File: src/verilog/amcr_map.svh
// Address map, field positions, reset values and timing counts of the mode control bank
`ifndef AMCR_MAP_SVH
`define AMCR_MAP_SVH

// ****************************************
// Register addresses (7-bit address field)
// ****************************************
`define AMCR_ADDR_SW_RESET 7'h00
`define AMCR_ADDR_PWR_FMT 7'h01

// ****************************************
// Field positions
// ****************************************
`define AMCR_RST_REQ_BIT 7
`define AMCR_DCS_OFF_BIT 7
`define AMCR_SCRAMBLE_BIT 6
`define AMCR_SIGNED_BIT 5
`define AMCR_SLEEP_BIT 4
`define AMCR_NAP_CH2_BIT 3
`define AMCR_NAP_CH1_BIT 0

// ****************************************
// Reset values and frame layout
// ****************************************
`define AMCR_REG_RESET 8'h00
`define AMCR_FRAME_LAST 5'h0f
`define AMCR_HDR_LAST 5'h07

// ****************************************
// Timing: sleep pulse during a software reset
// ****************************************
`define AMCR_CLK_PERIOD_NS 4
`define AMCR_RST_SLEEP_NS 100
`define AMCR_RST_SLEEP_CYC ((`AMCR_RST_SLEEP_NS + `AMCR_CLK_PERIOD_NS - 1) / `AMCR_CLK_PERIOD_NS)

`endif

File: src/verilog/amcr_pkg.sv
// Types shared by the mode control bank modules
`default_nettype none
package amcr_pkg;
    // Serial frame sequencer states
    typedef enum logic [1:0] {
        st_idle,
        st_shift,
        st_ignore
    } amcr_state_t;

    // Converter sample word
    typedef logic [13:0] amcr_sample_t;
endpackage : amcr_pkg
`default_nettype wire

File: src/verilog/amcr_link_if.sv
// Synchronised serial port signals passed from the pin stage to the register bank
`timescale 1ns/1ns
`default_nettype none
interface amcr_link_if;
    logic cs_n;     // Chip select, synchronised level
    logic sdi;      // Serial data in, synchronised level
    logic sck_rise; // One-cycle pulse on serial clock rising edge
    logic sck_fall; // One-cycle pulse on serial clock falling edge
    modport src (output cs_n, output sdi, output sck_rise, output sck_fall);
    modport dst (input cs_n, input sdi, input sck_rise, input sck_fall);
endinterface : amcr_link_if
`default_nettype wire

File: src/verilog/amcr_sync.sv
// Two-stage synchronisers and serial clock edge detection for the programming pins
`timescale 1ns/1ns
`default_nettype none
module amcr_sync (
    // Clock and reset
    input wire logic sys_clk_in,
    input wire logic nrst_in,
    // Raw pins
    input wire logic cs_n_in,
    input wire logic sck_in,
    input wire logic sdi_in,
    // Synchronised side
    amcr_link_if.src lk
);
    // ****************************************
    // Synchroniser chains
    // ****************************************
    logic [2:0] sync1; // First stage, read only by sync2
    logic [2:0] sync2; // Second stage, safe to use
    logic sck_prev; // Delayed copy of the settled serial clock

    // Register the pins; chip select resets high so no frame starts in reset
    always_ff @(posedge sys_clk_in or negedge nrst_in) begin
        if (!nrst_in) begin
            sync1 <= 3'h1;
            sync2 <= 3'h1;
            sck_prev <= 1'b0;
        end else begin
            sync1 <= {sdi_in, sck_in, cs_n_in};
            sync2 <= sync1;
            sck_prev <= sync2[1];
        end
    end

    // ****************************************
    // Edge pulses
    // ****************************************
    // Data and clock share the same latency, so sdi is aligned with its edge
    always_comb begin
        lk.cs_n = sync2[0];
        lk.sdi = sync2[2];
        lk.sck_rise = sync2[1] & ~sck_prev;
        lk.sck_fall = ~sync2[1] & sck_prev;
    end
endmodule : amcr_sync
`default_nettype wire

File: src/verilog/amcr_regs.sv
// Serially programmed mode control bank: reset register and power/format register
// Functional notes
// - 16-bit frame: R/W, 7 address, 8 data
// - Reads return register, ignore data, no update
// - Reset register at 00h, only bit 7
// - Writing D7 one clears all mode registers
// - After reset every mode register reads 00h
// - Reset bit self-clears when command ends
// - Software reset briefly forces sleep state
// - Reset register write-only, reads return zero
// - Bit 6 enables output randomizer
// - Randomizer XORs LSB into other bits
// - Sleep/nap power down; nap keeps reference, clock
`timescale 1ns/1ns
`default_nettype none
`include "amcr_map.svh"
module amcr_regs import amcr_pkg::*; (
    // Clock and reset
    input wire logic sys_clk_in,
    input wire logic nrst_in,
    // Serial programming pins
    input wire logic cs_n_in,
    input wire logic sck_in,
    input wire logic sdi_in,
    output logic sdo_out,
    output logic sdo_oe_n_out,
    // Mode controls
    output logic duty_stabilizer_disable_out,
    output logic output_scramble_enable_out,
    output logic signed_format_select_out,
    output logic soft_reset_flag_out,
    // Power controls
    output logic sleep_out,
    output logic ref_clk_run_out,
    output logic [1:0] channel_active_out,
    // Sample formatting
    input wire amcr_sample_t sample_ch1_in,
    input wire amcr_sample_t sample_ch2_in,
    output amcr_sample_t data_ch1_out,
    output amcr_sample_t data_ch2_out
);
    // ****************************************
    // Pin stage
    // ****************************************
    amcr_link_if lk ();

    amcr_sync u_sync (
        .sys_clk_in(sys_clk_in),
        .nrst_in(nrst_in),
        .cs_n_in(cs_n_in),
        .sck_in(sck_in),
        .sdi_in(sdi_in),
        .lk(lk)
    );

    // ****************************************
    // Helpers
    // ****************************************
    // Read-back value; the reset register and unmapped addresses read zero
    function automatic logic [7:0] reg_read(input logic [6:0] addr, input logic [7:0] pwr);
        reg_read = (addr == `AMCR_ADDR_PWR_FMT) ? pwr : 8'h00;
    endfunction : reg_read

    // Output word formatting: sign flip then LSB scramble
    function automatic amcr_sample_t fmt(input amcr_sample_t s, input logic sgn, input logic scr);
        amcr_sample_t v;
        v = s;
        if (sgn) begin
            v[13] = ~v[13];
        end
        if (scr) begin
            v[13:1] = v[13:1] ^ {13{v[0]}};
        end
        fmt = v;
    endfunction : fmt

    // ****************************************
    // Serial sequencer and registers
    // ****************************************
    amcr_state_t state, next_state;
    logic [4:0] bit_cnt, next_bit_cnt; // Rising edges seen in this frame
    logic [15:0] shift_in, next_shift_in; // Incoming command word
    logic [7:0] rd_shift, next_rd_shift; // Read-back byte, MSB first
    logic rd_active, next_rd_active; // Read data phase in progress
    logic sdo_oe_n, next_sdo_oe_n; // Low pulls the open-drain line down
    logic [7:0] pwr_reg, next_pwr_reg; // Power and format register
    logic rst_bit, next_rst_bit; // Reset request bit, held until frame ends
    logic [7:0] sleep_cnt, next_sleep_cnt; // Sleep pulse timer
    logic sleep_q, next_sleep_q;
    logic ref_run_q, next_ref_run_q;
    logic [1:0] ch_act_q, next_ch_act_q;
    logic [15:0] word; // Word including the bit of this edge

    // Next-state logic of the serial port
    always_comb begin
        next_state = state;
        next_bit_cnt = bit_cnt;
        next_shift_in = shift_in;
        next_rd_shift = rd_shift;
        next_rd_active = rd_active;
        next_sdo_oe_n = sdo_oe_n;
        next_pwr_reg = pwr_reg;
        next_rst_bit = rst_bit;
        next_sleep_cnt = (sleep_cnt != 8'h00) ? sleep_cnt - 8'h01 : sleep_cnt;
        word = {shift_in[14:0], lk.sdi};
        if (lk.cs_n) begin
            // Frame over: release the line and drop the reset bit
            next_state = st_idle;
            next_bit_cnt = 5'h00;
            next_rd_active = 1'b0;
            next_sdo_oe_n = 1'b1;
            next_rst_bit = 1'b0;
        end else begin
            case (state)
                st_idle: begin
                    next_state = st_shift;
                end
                st_shift: begin
                    if (lk.sck_rise) begin
                        next_shift_in = word;
                        next_bit_cnt = bit_cnt + 5'h01;
                        // Header complete: fetch read data early for the first falling edge
                        if (bit_cnt == `AMCR_HDR_LAST && word[7]) begin
                            next_rd_shift = reg_read(word[6:0], pwr_reg);
                            next_rd_active = 1'b1;
                        end
                        if (bit_cnt == `AMCR_FRAME_LAST) begin
                            next_state = st_ignore;
                            // Writes only; a read leaves the bank alone
                            if (!word[15]) begin
                                if (word[14:8] == `AMCR_ADDR_SW_RESET && word[`AMCR_RST_REQ_BIT]) begin
                                    next_pwr_reg = `AMCR_REG_RESET;
                                    next_rst_bit = 1'b1;
                                    next_sleep_cnt = 8'(`AMCR_RST_SLEEP_CYC);
                                end else if (word[14:8] == `AMCR_ADDR_PWR_FMT) begin
                                    next_pwr_reg = word[7:0];
                                end
                            end
                        end
                    end else if (lk.sck_fall && rd_active) begin
                        // Open drain: drive low for a zero, release for a one
                        next_sdo_oe_n = rd_shift[7];
                        next_rd_shift = {rd_shift[6:0], 1'b0};
                    end
                end
                st_ignore: begin
                    // Edges after the sixteenth do nothing; end read on next fall
                    if (lk.sck_fall) begin
                        next_sdo_oe_n = 1'b1;
                        next_rd_active = 1'b0;
                    end
                end
                default: begin
                    next_state = st_idle;
                end
            endcase
        end
        // Power state: sleep stops everything, nap only the channel
        next_sleep_q = next_pwr_reg[`AMCR_SLEEP_BIT] | (next_sleep_cnt != 8'h00);
        next_ref_run_q = ~next_sleep_q;
        next_ch_act_q[0] = ~next_sleep_q & ~next_pwr_reg[`AMCR_NAP_CH1_BIT];
        next_ch_act_q[1] = ~next_sleep_q & ~next_pwr_reg[`AMCR_NAP_CH2_BIT];
    end

    // Register stage of the serial port
    always_ff @(posedge sys_clk_in or negedge nrst_in) begin
        if (!nrst_in) begin
            state <= st_idle;
            bit_cnt <= 5'h00;
            shift_in <= 16'h0000;
            rd_shift <= 8'h00;
            rd_active <= 1'b0;
            sdo_oe_n <= 1'b1;
            pwr_reg <= `AMCR_REG_RESET;
            rst_bit <= 1'b0;
            sleep_cnt <= 8'h00;
            sleep_q <= 1'b0;
            ref_run_q <= 1'b1;
            ch_act_q <= 2'h3;
        end else begin
            state <= next_state;
            bit_cnt <= next_bit_cnt;
            shift_in <= next_shift_in;
            rd_shift <= next_rd_shift;
            rd_active <= next_rd_active;
            sdo_oe_n <= next_sdo_oe_n;
            pwr_reg <= next_pwr_reg;
            rst_bit <= next_rst_bit;
            sleep_cnt <= next_sleep_cnt;
            sleep_q <= next_sleep_q;
            ref_run_q <= next_ref_run_q;
            ch_act_q <= next_ch_act_q;
        end
    end

    // ****************************************
    // Sample formatting
    // ****************************************
    amcr_sample_t fmt1, next_fmt1, fmt2, next_fmt2;

    always_comb begin
        next_fmt1 = fmt(sample_ch1_in, pwr_reg[`AMCR_SIGNED_BIT], pwr_reg[`AMCR_SCRAMBLE_BIT]);
        next_fmt2 = fmt(sample_ch2_in, pwr_reg[`AMCR_SIGNED_BIT], pwr_reg[`AMCR_SCRAMBLE_BIT]);
    end

    // One register stage on the data path
    always_ff @(posedge sys_clk_in or negedge nrst_in) begin
        if (!nrst_in) begin
            fmt1 <= 14'h0000;
            fmt2 <= 14'h0000;
        end else begin
            fmt1 <= next_fmt1;
            fmt2 <= next_fmt2;
        end
    end

    // ****************************************
    // Outputs
    // ****************************************
    // Line level is always zero; only the enable moves
    logic sdo_q;
    always_ff @(posedge sys_clk_in or negedge nrst_in) begin
        if (!nrst_in) begin
            sdo_q <= 1'b0;
        end else begin
            sdo_q <= 1'b0;
        end
    end

    assign sdo_out = sdo_q;
    assign sdo_oe_n_out = sdo_oe_n;
    assign duty_stabilizer_disable_out = pwr_reg[`AMCR_DCS_OFF_BIT];
    assign output_scramble_enable_out = pwr_reg[`AMCR_SCRAMBLE_BIT];
    assign signed_format_select_out = pwr_reg[`AMCR_SIGNED_BIT];
    assign soft_reset_flag_out = rst_bit;
    assign sleep_out = sleep_q;
    assign ref_clk_run_out = ref_run_q;
    assign channel_active_out = ch_act_q;
    assign data_ch1_out = fmt1;
    assign data_ch2_out = fmt2;

    // ****************************************
    // Assertions
    // ****************************************
    logic last_rise;
    assign last_rise = !lk.cs_n && state == st_shift && lk.sck_rise && bit_cnt == `AMCR_FRAME_LAST;

    property p_reset_clears;
        @(posedge sys_clk_in) disable iff (!nrst_in)
        last_rise && !word[15] && word[14:8] == 7'h00 && word[7] |=> pwr_reg == 8'h00 && rst_bit;
    endproperty
    a_reset_clears: assert property (p_reset_clears) else $error("soft reset did not clear bank");

    property p_reset_sleeps;
        @(posedge sys_clk_in) disable iff (!nrst_in)
        last_rise && !word[15] && word[14:8] == 7'h00 && word[7] |=> sleep_out [*8];
    endproperty
    a_reset_sleeps: assert property (p_reset_sleeps) else $error("soft reset sleep pulse missing");

    property p_reset_selfclear;
        @(posedge sys_clk_in) disable iff (!nrst_in)
        rst_bit && lk.cs_n |=> !rst_bit;
    endproperty
    a_reset_selfclear: assert property (p_reset_selfclear) else $error("reset bit stuck after frame");

    property p_read_no_update;
        @(posedge sys_clk_in) disable iff (!nrst_in)
        last_rise && word[15] |=> $stable(pwr_reg);
    endproperty
    a_read_no_update: assert property (p_read_no_update) else $error("read changed register");

    property p_reset_reg_reads_zero;
        @(posedge sys_clk_in) disable iff (!nrst_in)
        !lk.cs_n && state == st_shift && lk.sck_rise && bit_cnt == 5'h07 && word[7:0] == 8'h80 |=> rd_shift == 8'h00;
    endproperty
    a_reset_reg_reads_zero: assert property (p_reset_reg_reads_zero) else $error("reset register read nonzero");

    property p_ignore_late_edges;
        @(posedge sys_clk_in) disable iff (!nrst_in)
        state == st_ignore |=> $stable(pwr_reg) && $stable(shift_in);
    endproperty
    a_ignore_late_edges: assert property (p_ignore_late_edges) else $error("edge after sixteenth acted");

    property p_scramble;
        @(posedge sys_clk_in) disable iff (!nrst_in)
        pwr_reg[6] && !pwr_reg[5] |=>
            data_ch1_out == {$past(sample_ch1_in[13:1]) ^ {13{$past(sample_ch1_in[0])}}, $past(sample_ch1_in[0])};
    endproperty
    a_scramble: assert property (p_scramble) else $error("randomizer output wrong");

    property p_twos;
        @(posedge sys_clk_in) disable iff (!nrst_in)
        !pwr_reg[6] && pwr_reg[5] |=> data_ch2_out == {~$past(sample_ch2_in[13]), $past(sample_ch2_in[12:0])};
    endproperty
    a_twos: assert property (p_twos) else $error("two's complement output wrong");

    property p_power;
        @(posedge sys_clk_in) disable iff (!nrst_in)
        pwr_reg[4] |-> sleep_out && !ref_clk_run_out && channel_active_out == 2'h0;
    endproperty
    a_power: assert property (p_power) else $error("sleep did not power down");

    property p_nap;
        @(posedge sys_clk_in) disable iff (!nrst_in)
        pwr_reg[0] && !pwr_reg[4] && sleep_cnt == 8'h00 |-> ref_clk_run_out && !channel_active_out[0];
    endproperty
    a_nap: assert property (p_nap) else $error("nap state wrong");
endmodule : amcr_regs
`default_nettype wire

File: config.mk
export PLATFORM = sky130hd
export DESIGN_NAME = amcr_regs
export DESIGN_NICKNAME = d
export VERILOG_FILES = /design/src/verilog/amcr_pkg.sv /design/src/verilog/amcr_link_if.sv /design/src/verilog/amcr_sync.sv /design/src/verilog/amcr_regs.sv
export VERILOG_INCLUDE_DIRS = /design/src /design/src/verilog
export SDC_FILE = /design/constraint.sdc
export NUM_CORES = 1
export LEC_CHECK = 0
export BUFFER_PORTS_ARGS = -buffer_cell sky130_fd_sc_hd__clkbuf_2
export CAP_MARGIN = 20
export CORE_MARGIN = 2
export CORE_UTILIZATION = 30
export CTS_CLUSTER_SIZE = 16
export DETAILED_ROUTE_END_ITERATION = 8
export GPL_TIMING_DRIVEN = 0
export HOLD_SLACK_MARGIN = 0.03
export PLACE_DENSITY = 0.46
export SLEW_MARGIN = 20
export SYNTH_ARGS = -nofsm -noshare
export SYNTH_HDL_FRONTEND = slang
export SYNTH_SLANG_ARGS = --single-unit
File: constraint.sdc
create_clock -name sys_clk_in -period 4.3 [get_ports sys_clk_in]
set_clock_uncertainty 0.2 [all_clocks]
set_input_delay 0.86 -clock sys_clk_in [delete_from_list [all_inputs] [get_ports sys_clk_in]]
set_output_delay 0.86 -clock sys_clk_in [all_outputs]
set_load 0.1 [all_outputs]
==> results of run 1 <==
==> layer usage <==
metal  global-route usage [%]  share of wire, %  vias to the layer above  wire, um
li1                         -                 -                     1302         -
met1                     16.3                48                     1300      3820
met2                     19.9                48                       34      3860
met3                     2.51               2.3                       11       188
met4                     6.59               2.1                        0       170
met5                        0                 0                        -         0
==> Yosys cell counts (all sizes together), types with 3 or more instances <==
cell	n
or4	5
buf	4
or3	3
xnor2	30
dfrtp	82
dfstp	6
nor4	8
o21ai	3
inv	12
a21oi	8
a22o	13
mux2	7
nor2	11
nand3b	3
nand3	3
clkbuf	8
o211ai	3
ha	8
mux2i	4
o41ai	4
xor2	5
nand2	63
nand2b	6
and3	3
==> placed cells by master (no fill, tap or decap), types with 4 or more instances in the layout <==
master     synthesis  routed
dfrtp_1           82      82
clkbuf_2           0      68
nand2_1           63      63
xnor2_1           30      30
inv_1             12      12
a22o_1            12      12
nor2_1            11      11
clkbuf_1           8       9
clkbuf_16          0       9
a21oi_1            8       8
ha_1               8       8
nor4_1             8       7
mux2_2             7       7
nand2b_1           6       6
dfstp_2            6       6
xor2_1             5       5
o41ai_1            4       4
mux2i_1            4       4
==> worst max-delay path: cells and delay by family (launching register included) <==
| kind | cells | cell delay [ns] |
|---|---|---|
| compound gates | 1 | 0.29 |
| fa+ha+maj | 2 | 0.40 |
| buf+inv | 1 | 0.19 |
| flops | 1 | 0.38 |
| simple gates | 4 | 1.61 |
==> power breakdown <==
part	leakage (nW)	internal [mW]	switching, mW
registers	1.13	0.886	0.0431
clock network	0.128	0.388	0.316
logic	0.943	0.106	0.265
total	2.20	1.38	0.624
==> cells by family after synthesis <==
family | after synthesis | synth area share, %
AOI/OAI and AO/OA | 43 | 8.77
other | 1 | 0.0995
and+or+nand+nor | 120 | 16.0
buffers and inverters | 24 | 2.52
xor gates and xnor gates | 35 | 8.14
adders and majority gates | 8 | 2.66
DFF | 88 | 58.7
muxes | 11 | 3.16
==> metrics by stage <==
stage	hold WS, ns	util (%)	instance area, um^2	power, mW
CTS	0.157	38.0	4600	2.04
global placement	0.138	35.7	4320	1.31
floorplan	0.131	-	3770	1.22
global route	0.163	38.0	4600	2.10
finish	0.155	38.0	4600	2.00
detailed placement	0.147	35.8	4340	1.32
==> layout make-up <==
cell class	instances	area share, %
Buffer	12	1.09
Clock buffer	10	4.98
Multi-Input combinational cell	218	31.9
Tap cell	168	4.57
Timing Repair Buffer	69	7.69
Sequential cell	88	48.0
Inverter	12	0.979
Clock inverter	5	0.761
==> final timing paths <==
path | start | end | slack [ns] | cells after the start
min reg2reg | u_sync.sync1[0]$_DFF_PN1_ | u_sync.sync2[0]$_DFF_PN1_ | 0.16 | 0
max in group asynchronous | nrst_in | pwr_reg[4]$_DFF_PN0_ | 3.03 | 1
min in group asynchronous | nrst_in | soft_reset_flag_out$_DFFE_PN0P_ | 0.37 | 1
min | u_sync.sync1[0]$_DFF_PN1_ | u_sync.sync2[0]$_DFF_PN1_ | 0.16 | 0
max reg2reg | bit_cnt[0]$_DFFE_PN0P_ | sleep_out$_DFF_PN0_ | 1.10 | 8
max | bit_cnt[0]$_DFFE_PN0P_ | sleep_out$_DFF_PN0_ | 1.10 | 8
==> impl_metrics.env, run 1 <==
export IMPL_drv_slew=0
export IMPL_start_util_pct=31.1
export IMPL_grt_pass1_vias=2582
export IMPL_setup_viol=0
export IMPL_nets=451
export IMPL_grt_antenna_before_repair=0
export IMPL_die_x_um=116
export IMPL_async_reset_ff_share_pct=100
export IMPL_cts_sinks=88
export IMPL_tritoncts="yes"
export IMPL_synth_largest_area_cell="dfrtp_1"
export IMPL_yosys_warnings=0
export IMPL_die_area_um2=13500
export IMPL_ys_top_cells_by_area="dfrtp_1 54%, xnor2_1 7.0%, nand2_1 6.3%"
export IMPL_antenna_left=0
export IMPL_critPathRequiredTime_ns=4.31
export IMPL_path_clk_slew_ns=0.06
export IMPL_worstPathCellList="ha_1, and3_1, ha_1, or4b_1, buf_2, or4_4, a22o_4, or4_4"
export IMPL_post_cts_buffers=0
export IMPL_drc=0
export IMPL_powerDensity_nw_per_um2=435
export IMPL_finalNonFillerCells=582
export IMPL_cp_end_kind="register"
export IMPL_cts_max_level=3
export IMPL_cts_buffer_depth=2
export IMPL_ys_types=48
export IMPL_leakage_nw=2.20
export IMPL_finalHoldViolCount=0
export IMPL_synth_area_um2=3770
export IMPL_grt_max_degree=89
export IMPL_tns_ns=0
export IMPL_drv_cap=0
export IMPL_syn_inst=330
export IMPL_gr_total_overflow=0
export IMPL_slew_headroom_pct=36.1
export IMPL_start_kind="register"
export IMPL_syn_to_final_growth_pct=22.2
export IMPL_place_ws_ns=1.11
export IMPL_grt_setup_unrepaired="no"
export IMPL_hold_class="reg -> reg"
export IMPL_synth_main_ff_cell="dfrtp_1"
export IMPL_yosysSeqAreaShare_pct=58.7
export IMPL_drt_wl_total_um=8030
export IMPL_top_register="shift_in"
export IMPL_synth_seq_cells=88
export IMPL_ctsRootBufferMaster="clkbuf_16"
export IMPL_crit_path_top_delay_cell="or4_4"
export IMPL_setup_ws_ns=1.10
export IMPL_die_h_um=116
export IMPL_largest_reg_flops=15
export IMPL_cp_arrival_ns=3.21
export IMPL_synth_top_area_share_pct=54.5
export IMPL_vias_per_cell=4.55
export IMPL_syn_num_nets=371
export IMPL_fin_crit_ns=3.20
export IMPL_grt_usage_pct=12.6
export IMPL_worstMarginPinSlew_ns=0.958
export IMPL_hold_buffers=0
export IMPL_cts_buffers=9
export IMPL_fmax_mhz=313
export IMPL_peakVddDrop_uv=259
export IMPL_dp_hpwl_um=5640
export IMPL_synth_edf_count=0
export IMPL_avgSynthCellArea_um2=11.4
export IMPL_criticalPathCategory="reg -> reg"
export IMPL_cts_resized=0
export IMPL_placed_cells=567
export IMPL_seqCellArea_um2=2210
export IMPL_layout_drive_gt1_share_pct=25.1
export IMPL_outcome="finished, final reports clean"
export IMPL_clk_latency_ns=0.34
export IMPL_slowest_delay_ns=0.52
export IMPL_num_vias=2647
export IMPL_multiInputGateArea_um2=1470
export IMPL_dr_pass1_iters=5
export IMPL_period_share_pct=74.4
export IMPL_gp_congestion=0.787
export IMPL_fillers=1252
export IMPL_port_buffers=69
export IMPL_wl_per_cell_um=13.8
export IMPL_rows=40
export IMPL_antenna_cells=0
export IMPL_grt_pass1_wl_um=12900
export IMPL_ioPinCount=71
export IMPL_path_max_fanout=7
export IMPL_core_area_um2=12100
export IMPL_drt_iter0_drc=100
Note: power is estimated with default switching activity, not from simulation.
==> inputs of run 2 (changes only) <==
==> constraint.sdc (replaced) <==
create_clock -name sys_clk_in -period 3.05 [get_ports sys_clk_in]
set_clock_uncertainty 0.2 [all_clocks]
set_input_delay 0.61 -clock sys_clk_in [delete_from_list [all_inputs] [get_ports sys_clk_in]]
set_output_delay 0.61 -clock sys_clk_in [all_outputs]
set_load 0.1 [all_outputs]
==> run 2 against run 1 <==
  * Cell count rose by 0.86%
  * Largest cell class unchanged
  * Via count rose by 0.91%
  * Critical path depth fell by 1
  * Die area did not move
  * Critical endpoint unchanged
  * Clock power rose by 41%
  * Sequential power rose by 41%
  * Critical path type unchanged
  * Power rose by 41%
  * Count of clock-buffer cells in the layout did not move
==> impl_metrics.env, run 2 (same netlist as run 1, synthesis figures left out) <==
export IMPL_fin_hold_ws_ns=0.119
export IMPL_antenna_left=0
export IMPL_tritoncts="yes"
export IMPL_cts_max_level=3
export IMPL_cp_arrival_ns=2.99
export IMPL_worstMarginPinSlew_ns=0.956
export IMPL_cts_buffers=9
export IMPL_drt_wl_total_um=8130
export IMPL_criticalPathCategory="reg -> reg"
export IMPL_final_common_cell="dfrtp_1"
export IMPL_die_h_um=116
export IMPL_drc=0
export IMPL_grt_max_degree=89
export IMPL_grt_pass1_vias=2576
export IMPL_swShare_pct=31.1
export IMPL_layout_drive_gt1_share_pct=27.0
export IMPL_core_area_um2=12100
export IMPL_setup_ws_ns=0.0741
export IMPL_ioPinCount=71
export IMPL_place_ws_ns=-0.144
export IMPL_grt_usage_pct=12.7
export IMPL_ctsRootBufferMaster="clkbuf_16"
export IMPL_fin_crit_ns=2.98
export IMPL_grt_pass1_wl_um=13000
export IMPL_largest_reg_flops=15
export IMPL_outcome="finished, final reports clean"
export IMPL_layout_common_cells="82 x dfrtp_1, 68 x clkbuf_2, 63 x nand2_1, 30 x xnor2_1"
export IMPL_drv_cap=0
export IMPL_endpoint="sleep_out$_DFF_PN0_"
export IMPL_critPathMostFrequentCell="or4_4"
export IMPL_power_frac_seq_pct=46.3
export IMPL_start_util_pct=31.1
export IMPL_drv_slew=0
export IMPL_antenna_cells=0
export IMPL_design_area_um2=4670
export IMPL_nets=456
export IMPL_gr_total_overflow=0
export IMPL_die_area_um2=13500
export IMPL_rows=40
export IMPL_powerDensity_nw_per_um2=606
export IMPL_placed_cells=567
export IMPL_finish_utilization_pct=38.5
export IMPL_syn_to_final_growth_pct=23.8
export IMPL_grt_busiest_layer="met2"
export IMPL_vias_per_cell=4.55
export IMPL_path_max_fanout=3
export IMPL_cts_sinks=88
export IMPL_p_clk_share_pct=35.0
export IMPL_p_comb_share_pct=18.7
export IMPL_wl_per_cell_um=13.9
export IMPL_tns_ns=0
export IMPL_met1_usage_pct=16.9
export IMPL_slew_headroom_pct=36.3
export IMPL_path_clk_slew_ns=0.06
export IMPL_period_share_pct=97.6
export IMPL_drt_iter0_drc=122
export IMPL_start_kind="register"
export IMPL_setup_viol=0
export IMPL_hold_buffers=0
export IMPL_worstPathCellList="ha_2, and3_4, ha_4, or4b_4, or4_4, a22o_4, or4_4"
export IMPL_hold_class="in -> async"
export IMPL_finalHoldViolCount=0
export IMPL_crit_path_top_delay_cell="or4_4"
export IMPL_grtUsageMet3_pct=2.51
export IMPL_startpoint="bit_cnt[1]$_DFFE_PN0P_"
export IMPL_die_x_um=116
export IMPL_p_int_mw=1.95
export IMPL_dp_hpwl_um=5640
export IMPL_grt_antenna_before_repair=0
export IMPL_num_vias=2671
export IMPL_dr_pass1_iters=5
export IMPL_gp_congestion=0.787
export IMPL_finalNonFillerCells=587
export IMPL_power_switching_uw=879
export IMPL_peakVddDrop_uv=365
export IMPL_grt_setup_unrepaired="yes"
export IMPL_leakage_nw=2.23
export IMPL_clk_latency_ns=0.34
export IMPL_port_buffers=69
export IMPL_rr_worst_depth=7
export IMPL_critPathRequiredTime_ns=3.06
export IMPL_cp_end_kind="register"
export IMPL_slowest_delay_ns=0.52
export IMPL_reg2reg_from="bit_cnt[1]$_DFFE_PN0P_"
export IMPL_r2r_end="sleep_out$_DFF_PN0_"
export IMPL_top_register="shift_in"
export IMPL_post_dp_cell_area_um2=4340
export IMPL_fmax_mhz=336
export IMPL_cts_buffer_depth=2
export IMPL_grt_use_met2_pct=19.7
export IMPL_rrSetupSlack_ns=0.07
export IMPL_total_power_mw=2.83
[run 2: cell count changes in the layout (fill, tap and decap cells not counted), sizes merged]
cell / before / now
buf: 4 / 9
[run 2: routing by layer]
layer / vias to the layer above / routed length (um)
met1: 1308 / 3870
met4: 0 / 165
met5: - / 0
li1: 1314 / -
met3: 12 / 190
met2: 37 / 3910
[run 2: worst min-delay path by stage]
stage / start / to
final: nrst_in / soft_reset_flag_out$_DFFE_PN0P_
after global placement: u_sync.sync1[1]$_DFF_PN0_ / u_sync.sync2[1]$_DFF_PN0_
after floorplan: nrst_in / bit_cnt[0]$_DFFE_PN0P_
after detailed placement: u_sync.sync1[1]$_DFF_PN0_ / u_sync.sync2[1]$_DFF_PN0_
after CTS: cs_n_in / u_sync.sync1[0]$_DFF_PN1_
after global routing: cs_n_in / u_sync.sync1[0]$_DFF_PN1_
[run 2: timing repair]
action,4_1_cts,5_1_grt
pin swaps,2,2
buffers inserted,5,1
setup endpoints to repair,1,3
resized for setup,7,0
[run 2: power by group through the flow]
stage          sequential, mW  combinational, mW  clock (mW)
6_report                 1.31              0.528       0.991
3_5_place_dp             1.33              0.529           0
5_1_grt                  1.32              0.577        1.07
4_1_cts                  1.31              0.536        1.03
3_3_place_gp             1.33              0.519           0
2_1_floorplan            1.50              0.217           0
[run 2: critical path, delay by kind of cell (launching register included)]
kind            cells  cell delay, ns
compound gates      1            0.28
fa+ha+maj           2            0.32
flops               1            0.35
simple gates        4            1.70
[run 2: cell type report]
type / count / area [um^2]
Clock buffer: 10 / 229
Timing Repair Buffer: 75 / 399
Buffer: 11 / 45.0
Tap cell: 168 / 210
Fill cell: 1246 / 7450
Inverter: 12 / 45.0
Sequential cell: 88 / 2210
Clock inverter: 5 / 35.0
Multi-Input combinational cell: 218 / 1490
